**config.mk**
```make
export PLATFORM = sky130hd
export DESIGN_NAME = rx_baseband_clocks_and_fee
export DESIGN_NICKNAME = d
export VERILOG_FILES = /design/src/rx_baseband_pkg.sv /design/src/bit_stream_if.sv /design/src/clock_divider.sv /design/src/bit_fifo.sv /design/src/rx_baseband_clocks_and_fee.sv
export VERILOG_INCLUDE_DIRS = /design/src
export SDC_FILE = /design/constraint.sdc
export NUM_CORES = 1
export LEC_CHECK = 0
export ABC_AREA = 1
export BUFFER_PORTS_ARGS = -buffer_cell sky130_fd_sc_hd__clkbuf_2
export CAP_MARGIN = 20
export CORE_MARGIN = 3
export CORE_UTILIZATION = 30
export CTS_CLUSTER_DIAMETER = 120
export DETAILED_ROUTE_END_ITERATION = 8
export PLACE_DENSITY = 0.49
export SLEW_MARGIN = 25
export SYNTH_ARGS = -nofsm -noshare
export SYNTH_HDL_FRONTEND = slang
export SYNTH_SLANG_ARGS = --single-unit
```
**constraint.sdc**
```tcl
create_clock -name i_clk -period 2.8 [get_ports i_clk]
set_input_delay 0.56 -clock i_clk [delete_from_list [all_inputs] [get_ports i_clk]]
set_output_delay 0.56 -clock i_clk [all_outputs]
set_load 0.01 [all_outputs]
```
**src/rx_baseband_params.svh**
```systemverilog
`ifndef RX_BASEBAND_PARAMS_SVH
`define RX_BASEBAND_PARAMS_SVH
// ==========================================================
// Register addresses.
`define ADDR_CONTROL 7'h00
`define ADDR_CLK_SEL_LO 7'h06
`define ADDR_CLK_SEL_HI 7'h07
`define ADDR_FILTER_DIV 7'h08
`define ADDR_FEE_CTRL 7'h15
`define ADDR_FEE_RESULT 7'h16
// ==========================================================
// Field positions.
`define CTRL_LOAD_BIT 0
`define CTRL_MODE_LSB 1
`define CTRL_SYNC_BIT 3
`define FILTER_DIV_TOP 2'h3
// ==========================================================
// Reset values.
`define RST_CONTROL 8'h00
`define RST_CLK_SEL_LO 8'h00
`define RST_CLK_SEL_HI 8'h01
`define RST_FILTER_DIV 6'h01
`define RST_FEE_CTRL 4'h0
// ==========================================================
// Mode codes and timing counts.
`define MODE_RECEIVE 2'h2
`define FEE_MODE_OFF 2'h0
`define FEE_MODE_COUNT 2'h3
`define FILTER_PHASES 4
`define OVERSAMPLE 16
`define SAMPLE_PHASE 4'h8
`define BITSYNC_FULL_MASK 7'h7F
`define FEE_MIN_SYMBOLS 7'h08
`endif

```
**src/rx_baseband_pkg.sv**
```systemverilog
package rx_baseband_pkg;
    typedef enum logic [2:0] {
        ST_IDLE = 3'b001,
        ST_ADDR = 3'b010,
        ST_DATA = 3'b100
    } prog_state_type;
    typedef logic [7:0] reg_byte_type;
endpackage : rx_baseband_pkg

```
**src/bit_stream_if.sv**
```systemverilog
`timescale 1ns/1ps
interface bit_stream_if #(parameter int WIDTH = 1);
    logic [WIDTH-1:0] data;
    logic valid;
    logic ready;
    modport source (output data, output valid, input ready);
    modport sink (input data, input valid, output ready);
endinterface : bit_stream_if

```
**src/clock_divider.sv**
```systemverilog
`timescale 1ns/1ps
module clock_divider #(
    parameter int WIDTH = 6
) (
    input wire logic i_clk,
    input wire logic i_rst_n,
    input wire logic [WIDTH-1:0] i_divisor,
    output logic o_tick
);
    logic [WIDTH-1:0] cnt_q;

    // ======================================================
    // A divisor of zero behaves as one.
    function automatic logic [WIDTH-1:0] last_count(
        input logic [WIDTH-1:0] div
    );
        if (div == '0) begin
            return '0;
        end
        return div - {{(WIDTH-1){1'b0}}, 1'b1};
    endfunction : last_count

    always_ff @(posedge i_clk) begin
        if (!i_rst_n) begin
            cnt_q <= '0;
            o_tick <= 1'b0;
        end else if (cnt_q >= last_count(i_divisor)) begin
            cnt_q <= '0;
            o_tick <= 1'b1;
        end else begin
            cnt_q <= cnt_q + {{(WIDTH-1){1'b0}}, 1'b1};
            o_tick <= 1'b0;
        end
    end

    chk_div_by_one: assert property (
        @(posedge i_clk) disable iff (!i_rst_n)
        (i_divisor == 1) ##1 (i_divisor == 1) |=> o_tick)
        else $error("Divide by one does not tick every cycle.");
endmodule : clock_divider

```
**src/bit_fifo.sv**
```systemverilog
`timescale 1ns/1ps
module bit_fifo #(
    parameter int WIDTH = 1,
    parameter int DEPTH = 16
) (
    input wire logic i_clk,
    input wire logic i_rst_n,
    bit_stream_if.sink in_s,
    bit_stream_if.source out_s
);
    localparam int AW = $clog2(DEPTH);
    logic [WIDTH-1:0] mem [DEPTH];
    logic [AW-1:0] wr_q;
    logic [AW-1:0] rd_q;
    logic [AW:0] cnt_q;
    logic push;
    logic pop;

    assign in_s.ready = (cnt_q != DEPTH[AW:0]);
    assign out_s.valid = (cnt_q != '0);
    assign out_s.data = mem[rd_q];
    assign push = in_s.valid && in_s.ready;
    assign pop = out_s.valid && out_s.ready;

    always_ff @(posedge i_clk) begin
        if (push) begin
            mem[wr_q] <= in_s.data;
        end
    end

    always_ff @(posedge i_clk) begin
        if (!i_rst_n) begin
            wr_q <= '0;
            rd_q <= '0;
            cnt_q <= '0;
        end else begin
            if (push) begin
                wr_q <= (wr_q == AW'(DEPTH - 1)) ? '0 : wr_q + 1'b1;
            end
            if (pop) begin
                rd_q <= (rd_q == AW'(DEPTH - 1)) ? '0 : rd_q + 1'b1;
            end
            cnt_q <= cnt_q + (AW+1)'(push) - (AW+1)'(pop);
        end
    end

    chk_fifo_no_overflow: assert property (@(posedge i_clk)
        disable iff (!i_rst_n) cnt_q <= DEPTH[AW:0])
        else $error("FIFO count passed its depth.");
    chk_fifo_count_step: assert property (@(posedge i_clk)
        disable iff (!i_rst_n) push && !pop |=> cnt_q == $past(cnt_q) + 1)
        else $error("FIFO count missed a push.");
endmodule : bit_fifo

```
**src/rx_baseband_clocks_and_fee.sv**
```systemverilog
`timescale 1ns/1ps
`include "rx_baseband_params.svh"
// What this block does
// - Crystal divided by six-bit value, then four.
// - Filter clock twenty times cut-off frequency.
// - Demodulator gives up on one, down on zero.
// - Mode 00 off, 11 counts up/down.
// - Measurement spans 8, 16, 32 or 64 symbols.
// - Eight-bit result readable at result address.
// - Load clears the estimator counter to zero.
// - Result is two's complement eight-bit value.
// - Counter wraps, never saturates.
// - Synchronizer on only with sync in receive.
// - Recovered clock driven on data clock pin.
// - Data pin updates on recovered clock rise with sync on, else follows demod bit.
// - Oversample clock is crystal/(K*2^(7-sel)).
// - Reference divider 1..63, select 0..7, shared.
// - Synchronizer adjusts its phase on every data edge except one seen at phase zero.
module rx_baseband_clocks_and_fee (
    input wire logic i_clk,
    input wire logic i_rst_n,
    input wire logic i_prog_clk,
    input wire logic i_prog_en,
    input wire logic i_prog_data,
    output logic o_prog_data,
    output logic o_prog_data_oe,
    input wire logic i_demod_update,
    input wire logic i_demod_bit,
    input wire logic i_data_io_pin,
    output logic o_data_io_pin,
    output logic o_data_io_pin_oe,
    output logic o_recovered_bit_clock,
    output logic o_filter_phase1,
    output logic o_filter_phase2,
    output logic o_tx_data,
    output rx_baseband_pkg::reg_byte_type o_freq_error_count
);
    import rx_baseband_pkg::*;

    // ======================================================
    // Registers and serial programming port.
    reg_byte_type control_q;
    reg_byte_type clk_sel_lo_q;
    reg_byte_type clk_sel_hi_q;
    logic [5:0] channel_filter_divider_q;
    logic [3:0] freq_error_control_q;
    reg_byte_type freq_error_count_q;
    prog_state_type state_q;
    logic sclk_q;
    logic [3:0] bit_cnt_q;
    logic [7:0] addr_sh_q;
    logic [7:0] data_sh_q;
    logic load_q;
    logic sclk_rise;
    logic sclk_fall;
    logic [6:0] addr;
    reg_byte_type rd_byte;

    assign sclk_rise = i_prog_clk && !sclk_q;
    assign sclk_fall = !i_prog_clk && sclk_q;
    assign addr = addr_sh_q[7:1];

    function automatic reg_byte_type reg_read(input logic [6:0] a);
        if (a == `ADDR_CONTROL) begin
            return control_q;
        end else if (a == `ADDR_CLK_SEL_LO) begin
            return clk_sel_lo_q;
        end else if (a == `ADDR_CLK_SEL_HI) begin
            return clk_sel_hi_q;
        end else if (a == `ADDR_FILTER_DIV) begin
            return {`FILTER_DIV_TOP, channel_filter_divider_q};
        end else if (a == `ADDR_FEE_CTRL) begin
            return {4'h0, freq_error_control_q};
        end else if (a == `ADDR_FEE_RESULT) begin
            return freq_error_count_q;
        end
        return 8'h00;
    endfunction : reg_read

    always_comb begin
        rd_byte = reg_read(addr_sh_q[6:0]);
    end

    always_ff @(posedge i_clk) begin
        if (!i_rst_n) begin
            sclk_q <= 1'b0;
        end else begin
            sclk_q <= i_prog_clk;
        end
    end

    always_ff @(posedge i_clk) begin
        if (!i_rst_n) begin
            state_q <= ST_IDLE;
            bit_cnt_q <= 4'h0;
            addr_sh_q <= 8'h00;
            data_sh_q <= 8'h00;
            o_prog_data <= 1'b0;
            o_prog_data_oe <= 1'b0;
        end else if (!i_prog_en) begin
            state_q <= ST_IDLE;
            o_prog_data_oe <= 1'b0;
        end else begin
            case (state_q)
                ST_IDLE: begin
                    state_q <= ST_ADDR;
                    bit_cnt_q <= 4'h0;
                end
                ST_ADDR: begin
                    if (sclk_rise) begin
                        addr_sh_q <= {addr_sh_q[6:0], i_prog_data};
                        bit_cnt_q <= bit_cnt_q + 4'h1;
                        if (bit_cnt_q == 4'h7) begin
                            state_q <= ST_DATA;
                            bit_cnt_q <= 4'h0;
                            data_sh_q <= rd_byte;
                            o_prog_data <= rd_byte[7];
                            o_prog_data_oe <= i_prog_data;
                        end
                    end
                end
                ST_DATA: begin
                    if (addr_sh_q[0] && sclk_fall) begin
                        data_sh_q <= {data_sh_q[6:0], 1'b0};
                        o_prog_data <= data_sh_q[6];
                    end else if (!addr_sh_q[0] && sclk_rise) begin
                        data_sh_q <= {data_sh_q[6:0], i_prog_data};
                    end
                    if (sclk_rise) begin
                        bit_cnt_q <= bit_cnt_q + 4'h1;
                        if (bit_cnt_q == 4'h7) begin
                            state_q <= ST_IDLE;
                        end
                    end
                end
                default: begin
                    state_q <= ST_IDLE;
                end
            endcase
        end
    end

    logic wr_commit;
    logic [7:0] wr_data;
    assign wr_commit = (state_q == ST_DATA) && !addr_sh_q[0] && sclk_rise
        && (bit_cnt_q == 4'h7) && i_prog_en;
    assign wr_data = {data_sh_q[6:0], i_prog_data};

    always_ff @(posedge i_clk) begin
        if (!i_rst_n) begin
            control_q <= `RST_CONTROL;
            clk_sel_lo_q <= `RST_CLK_SEL_LO;
            clk_sel_hi_q <= `RST_CLK_SEL_HI;
            channel_filter_divider_q <= `RST_FILTER_DIV;
            freq_error_control_q <= `RST_FEE_CTRL;
            load_q <= 1'b0;
        end else begin
            load_q <= wr_commit && (addr == `ADDR_CONTROL)
                && wr_data[`CTRL_LOAD_BIT];
            if (wr_commit) begin
                if (addr == `ADDR_CONTROL) begin
                    control_q <= wr_data;
                end else if (addr == `ADDR_CLK_SEL_LO) begin
                    clk_sel_lo_q <= wr_data;
                end else if (addr == `ADDR_CLK_SEL_HI) begin
                    clk_sel_hi_q <= wr_data;
                end else if (addr == `ADDR_FILTER_DIV) begin
                    channel_filter_divider_q <= wr_data[5:0];
                end else if (addr == `ADDR_FEE_CTRL) begin
                    freq_error_control_q <= wr_data[3:0];
                end
            end
        end
    end

    // ======================================================
    // Channel filter clock phases.
    logic filter_tick;
    logic [1:0] quarter_q;

    clock_divider #(.WIDTH(6)) filter_div (
        .i_clk(i_clk),
        .i_rst_n(i_rst_n),
        .i_divisor(channel_filter_divider_q),
        .o_tick(filter_tick)
    );

    always_ff @(posedge i_clk) begin
        if (!i_rst_n) begin
            quarter_q <= 2'h0;
            o_filter_phase1 <= 1'b0;
            o_filter_phase2 <= 1'b0;
        end else if (filter_tick) begin
            quarter_q <= quarter_q + 2'h1;
            o_filter_phase1 <= (quarter_q == 2'h0);
            o_filter_phase2 <= (quarter_q == 2'h2);
        end
    end

    chk_phase_no_overlap: assert property (@(posedge i_clk)
        disable iff (!i_rst_n) o_filter_phase1 |-> !o_filter_phase2)
        else $error("Filter clock phases overlap.");

    // ======================================================
    // Reference divider and oversampling clock.
    logic ref_tick;
    logic [6:0] pre_q;
    logic [6:0] os_mask;
    logic os_tick;
    logic [2:0] bitsync_sel;
    assign bitsync_sel = clk_sel_lo_q[3:1];
    assign os_mask = `BITSYNC_FULL_MASK >> bitsync_sel;
    assign os_tick = ref_tick && ((pre_q & os_mask) == os_mask);

    clock_divider #(.WIDTH(6)) ref_div (
        .i_clk(i_clk),
        .i_rst_n(i_rst_n),
        .i_divisor(clk_sel_hi_q[5:0]),
        .o_tick(ref_tick)
    );

    always_ff @(posedge i_clk) begin
        if (!i_rst_n) begin
            pre_q <= 7'h00;
        end else if (ref_tick) begin
            pre_q <= pre_q + 7'h01;
        end
    end

    chk_sel_seven_rate: assert property (@(posedge i_clk)
        disable iff (!i_rst_n) ref_tick && bitsync_sel == 3'h7 |-> os_tick)
        else $error("Select seven does not pass every reference tick.");

    // ======================================================
    // Bit synchronizer.
    logic sync_active;
    logic [3:0] phase_q;
    logic prev_bit_q;
    logic rx_edge;
    logic bit_tick;
    logic clk_out_q;
    logic out_bit_q;
    bit_stream_if #(.WIDTH(1)) fill_s ();
    bit_stream_if #(.WIDTH(1)) drain_s ();

    assign sync_active = control_q[`CTRL_SYNC_BIT] && (control_q[2:1]
        == `MODE_RECEIVE);
    assign rx_edge = os_tick && (i_demod_bit != prev_bit_q);
    assign bit_tick = os_tick && (phase_q == `SAMPLE_PHASE);
    assign fill_s.data = i_demod_bit;
    assign fill_s.valid = bit_tick && sync_active;
    assign drain_s.ready = os_tick && (phase_q == 4'h0) && sync_active;

    bit_fifo #(.WIDTH(1), .DEPTH(`OVERSAMPLE)) rx_fifo (
        .i_clk(i_clk),
        .i_rst_n(i_rst_n),
        .in_s(fill_s),
        .out_s(drain_s)
    );

    always_ff @(posedge i_clk) begin
        if (!i_rst_n) begin
            phase_q <= 4'h0;
            prev_bit_q <= 1'b0;
        end else if (os_tick) begin
            prev_bit_q <= i_demod_bit;
            if (rx_edge && phase_q != 4'h0 && phase_q < `SAMPLE_PHASE) begin
                phase_q <= phase_q;
            end else if (rx_edge && phase_q >= `SAMPLE_PHASE) begin
                phase_q <= phase_q + 4'h2;
            end else begin
                phase_q <= phase_q + 4'h1;
            end
        end
    end

    always_ff @(posedge i_clk) begin
        if (!i_rst_n) begin
            clk_out_q <= 1'b0;
            out_bit_q <= 1'b0;
        end else if (drain_s.ready && drain_s.valid) begin
            clk_out_q <= 1'b1;
            out_bit_q <= drain_s.data;
        end else if (os_tick && phase_q == `SAMPLE_PHASE) begin
            clk_out_q <= 1'b0;
        end
    end

    always_ff @(posedge i_clk) begin
        if (!i_rst_n) begin
            o_recovered_bit_clock <= 1'b0;
            o_data_io_pin <= 1'b0;
            o_data_io_pin_oe <= 1'b0;
            o_tx_data <= 1'b0;
        end else begin
            o_recovered_bit_clock <= clk_out_q && sync_active;
            o_data_io_pin <= sync_active ? out_bit_q : i_demod_bit;
            o_data_io_pin_oe <= (control_q[2:1] == `MODE_RECEIVE);
            o_tx_data <= i_data_io_pin;
        end
    end

    chk_clock_gated: assert property (@(posedge i_clk)
        disable iff (!i_rst_n) !sync_active |=> !o_recovered_bit_clock)
        else $error("Recovered clock runs while synchronizer is off.");
    chk_data_on_rise: assert property (@(posedge i_clk)
        disable iff (!i_rst_n) sync_active && $past(sync_active)
        && $past(sync_active, 2) && $changed(o_data_io_pin)
        |-> $rose(o_recovered_bit_clock))
        else $error("Data pin changed away from a rising clock edge.");

    // ======================================================
    // Frequency error estimator.
    logic up_pulse_q;
    logic down_pulse_q;
    logic [6:0] symbols_q;
    logic [6:0] target;
    logic counting;
    assign target = `FEE_MIN_SYMBOLS << freq_error_control_q[3:2];
    assign counting = (freq_error_control_q[1:0] == `FEE_MODE_COUNT)
        && (symbols_q < target);

    always_ff @(posedge i_clk) begin
        if (!i_rst_n) begin
            up_pulse_q <= 1'b0;
            down_pulse_q <= 1'b0;
        end else begin
            up_pulse_q <= i_demod_update && i_demod_bit;
            down_pulse_q <= i_demod_update && !i_demod_bit;
        end
    end

    always_ff @(posedge i_clk) begin
        if (!i_rst_n) begin
            freq_error_count_q <= 8'h00;
            symbols_q <= 7'h00;
        end else if (load_q) begin
            freq_error_count_q <= 8'h00;
            symbols_q <= 7'h00;
        end else if (counting) begin
            freq_error_count_q <= freq_error_count_q
                + {7'h00, up_pulse_q} - {7'h00, down_pulse_q};
            symbols_q <= symbols_q + {6'h00, bit_tick};
        end
    end

    always_ff @(posedge i_clk) begin
        if (!i_rst_n) begin
            o_freq_error_count <= 8'h00;
        end else begin
            o_freq_error_count <= freq_error_count_q;
        end
    end

    chk_load_clears: assert property (@(posedge i_clk)
        disable iff (!i_rst_n) load_q |=> freq_error_count_q == 8'h00)
        else $error("Load did not clear the estimator.");
    chk_off_holds: assert property (@(posedge i_clk)
        disable iff (!i_rst_n) freq_error_control_q[1:0] == `FEE_MODE_OFF
        && !load_q |=> $stable(freq_error_count_q))
        else $error("Estimator moved while off.");
    chk_up_wraps: assert property (@(posedge i_clk)
        disable iff (!i_rst_n) counting && up_pulse_q && !down_pulse_q
        && !load_q |=> freq_error_count_q == $past(freq_error_count_q)
        + 8'h01)
        else $error("Up pulse did not add one.");
    chk_window_ends: assert property (@(posedge i_clk)
        disable iff (!i_rst_n) symbols_q >= target && !load_q
        && $stable(freq_error_control_q) |=> $stable(freq_error_count_q))
        else $error("Estimator counted past its window.");
endmodule : rx_baseband_clocks_and_fee

```
==> reports/results.ini <==
[min_path]
hold_path_class = in -> reg

[pwr]
power.share.clock_pct = 48.4
comb_power_share_pct = 3.4
peakVddDrop_mv = 0.384
swShare_pct = 25.3
power_density_nw_per_um2 = 516
p_seq_share_pct = 48.2
power_mw = 4.57
leakagePower_nw = 3.95
p_sw_mw = 1.16
internal_power_mw = 3.41

[critical_path]
critPathArrivalTime_ns = 2.82
critPathMaxStageDelay_ns = 0.39
crit_top_cell = inv_1
worstPathCellList = inv_1 -> ha_1 -> nand3_1 -> nor3_1 -> nand2_2 -> inv_1 -> ha_1 -> inv_1 -> ha_1 -> inv_1 -> fa_1 -> o21ai_1 -> a21oi_1 -> o21ai_0 -> a21oi_1
crit_slowest_cell = fa_1
cp-end-kind = flip-flop
path_class = reg -> reg
critPathMaxFanout = 4
cp-start-kind = flip-flop
cp_top_family = adder cells
critPathRequiredTime_ns = 3.11
cp_num_buf_inv = 4

[drt]
post_drt_wl_per_cell_um = 12.5
drc_errors = 0
drt_iter0_markers = 434
drtPass1Iterations = 7
drt-total-wl_um = 17800
viasPerCell = 4.61
via_count = 6544
ant_nets = 0

[timing]
setup_violations = 0
rsz0062_at_grt = no
slew_headroom_pct = 48.2
period_share_pct = 89.6
fin_skew_ns = 0.0133
tns_ns = 0
timing.final.hold_violations = 0
fmax_ghz = 0.399
fin_crit_ns = 2.51
worst_pin_slew_ns = 0.772
drv_slew = 0

[die]
rows = 58
start_util_pct = 30.8
die_width_um = 167
die-area_um2 = 28000
core_area_um2 = 25300
die_y_um = 167
boundaryPins = 24

[synth]
yosysSeqAreaShare_pct = 40.6
ys.flop_type = dfxtp_1
postSynthRegisterBits = 150
syn_inst = 1050
avgSynthCellArea_um2 = 7.42
yosysUniqueCellTypes = 50
yosysWarnings = 0
synth_fp_nets = 1108
synthArstFlopShare_pct = 0
synth_area_um2 = 7800
synth_edf_count = 16

[global_route]
grt_pass1_wl_um = 31000
grt_pass1_vias = 6269
grt_remaining_overflow = 0
antenna_found_initial = 0
grtUsageTotal_pct = 13.3
grt_max_degree = 89

[clock_tree]
cts_sinks = 150
numCtsBuffers = 17
htreeDepth = 4
cts_tree = yes
clk_pin_slew_worst_paths_ns = 0.07
hold_buffers = 0
insertion_delay_ns = 0.43
cts_buffer_depth = 2
root_buffer = clkbuf_16

[final_layout]
areaGrowthSynthToFinish_pct = 13.6
finalNetCount = 1136
n_antenna_cell = 0
fin_area_um2 = 8850
drive_gt1_share_pct = 9.99

[placed_design]
dpl_cell_area_um2 = 8280
dpl.hpwl_um = 12800
numPortBuffers = 23
place_congestion = 0.806

[run_status]
status = complete, no violations

[flow_run]
cap_violations = 0

-- registers in the layout, indices dropped and copies added (netlist names), 8 cells and up --
signal / cells
rx_fifo.mem: 16
addr_sh_q: 8
clk_sel_hi_q: 8
clk_sel_lo_q: 8
control_q: 8
freq_error_count_q: 8
o_freq_error_count: 8
-- Yosys cell counts, types with 3 or more instances --
master    instances  area [um2]
a211oi_1          3        22.5
a21oi_1          88         440
a21oi_2           4        35.0
a31oi_1           3        18.8
buf_2             5        25.0
buf_6             3        33.8
clkbuf_1         10        37.5
dfxtp_1         134        2680
edfxtp_1         16         480
ha_1             48         601
inv_1           137         514
inv_2             7        26.3
nand2_1         170         638
nand2_2          11        68.8
nand3_1          44         220
nand4_1          17         106
nor2_1          167         627
nor2_4            7        78.8
nor3_1           18        90.1
o211ai_1          7        52.6
o21a_1            4        30.0
o21ai_0          84         420
o21ai_1           3        15.0
xnor2_1          11        96.3
xor2_1           13         114
-- stage by stage --
stage	utilization [%]	hold WS, ns	setup slack [ns]	cells
2_1_floorplan	-	0.422	0.337	1050
3_3_place_gp	32.7	0.435	0.243	1389
3_5_place_dp	32.7	0.441	0.179	1389
4_1_cts	34.9	0.302	0.146	1421
5_1_grt	35.0	0.316	0.0280	1421
6_report	35.0	0.309	0.292	1421
-- placed cells by master (no fill, tap or decap), types with 3 or more instances in the layout --
master	n
inv_8	4
clkbuf_16	17
xnor2_1	11
o21ai_0	81
nor2_1	167
a21oi_1	88
nor2_4	7
inv_1	136
buf_4	6
o21a_1	4
nor3_1	18
o211ai_1	7
ha_1	48
edfxtp_1	16
a21oi_2	3
a211oi_1	3
clkinv_4	4
dfxtp_2	3
inv_6	5
dfxtp_1	131
nand2_2	11
nand2_1	170
nand3_1	44
clkbuf_2	23
nand4_1	17
o21ai_1	6
xor2_1	13
inv_2	8
a31oi_1	3
-- power groups by stage --
stage               Clock, mW  Combinational (mW)  Sequential [mW]
floorplan                   0               0.106             2.25
global placement            0               0.158             2.25
global route             2.37               0.180             2.20
CTS                      2.27               0.158             2.20
detailed placement          0               0.157             2.25
finish                   2.21               0.155             2.20
-- final timing paths --
check	from	end	slack, ns	depth (start not counted)
setup / recovery	phase_q[1]	rx_fifo.cnt_q[4]	0.29	15
hold reg to reg	o_prog_data_oe	o_prog_data_oe	0.45	2
setup reg to reg	phase_q[1]	rx_fifo.cnt_q[4]	0.29	15
hold / removal	i_data_io_pin	o_tx_data	0.31	3
-- routing by layer --
metal	up-vias	track usage [%]	part of all wire [%]
met2	84	20.8	44
met5	-	0	0
met4	0	3.52	1.1
met3	16	2.57	2.9
met1	2961	18.9	52
li1	3483	-	-
-- logic make-up after synthesis --
family	share of synthesized area (%)
fa+ha+maj	8.22
flops	40.6
compound gates	14.3
buf+inv	8.52
simple gates	25.7
xor+xnor	2.70
-- cell type report --
| cell class | count | area (um2) |
|---|---|---|
| clock inverter | 15 | 139 |
| timing repair buffer | 30 | 180 |
| clock buffer | 17 | 425 |
| sequential | 150 | 3170 |
| inverter | 147 | 553 |
| fill | 2726 | 16500 |
| tap | 330 | 413 |
| multi-input combinational | 732 | 3980 |
-- repair_timing --
| action | CTS | global route |
|---|---|---|
| endpoints found under the setup margin | 0 | 1 |
| setup buffers | 0 | 0 |
| gates resized for setup | 0 | 8 |
-- worst min-delay path, delay by kind of cell --
family	cells	cell delay, ns
buffers and inverters	2	0.11
and+or+nand+nor	1	0.04
Power figures use the tool's default switching activity.
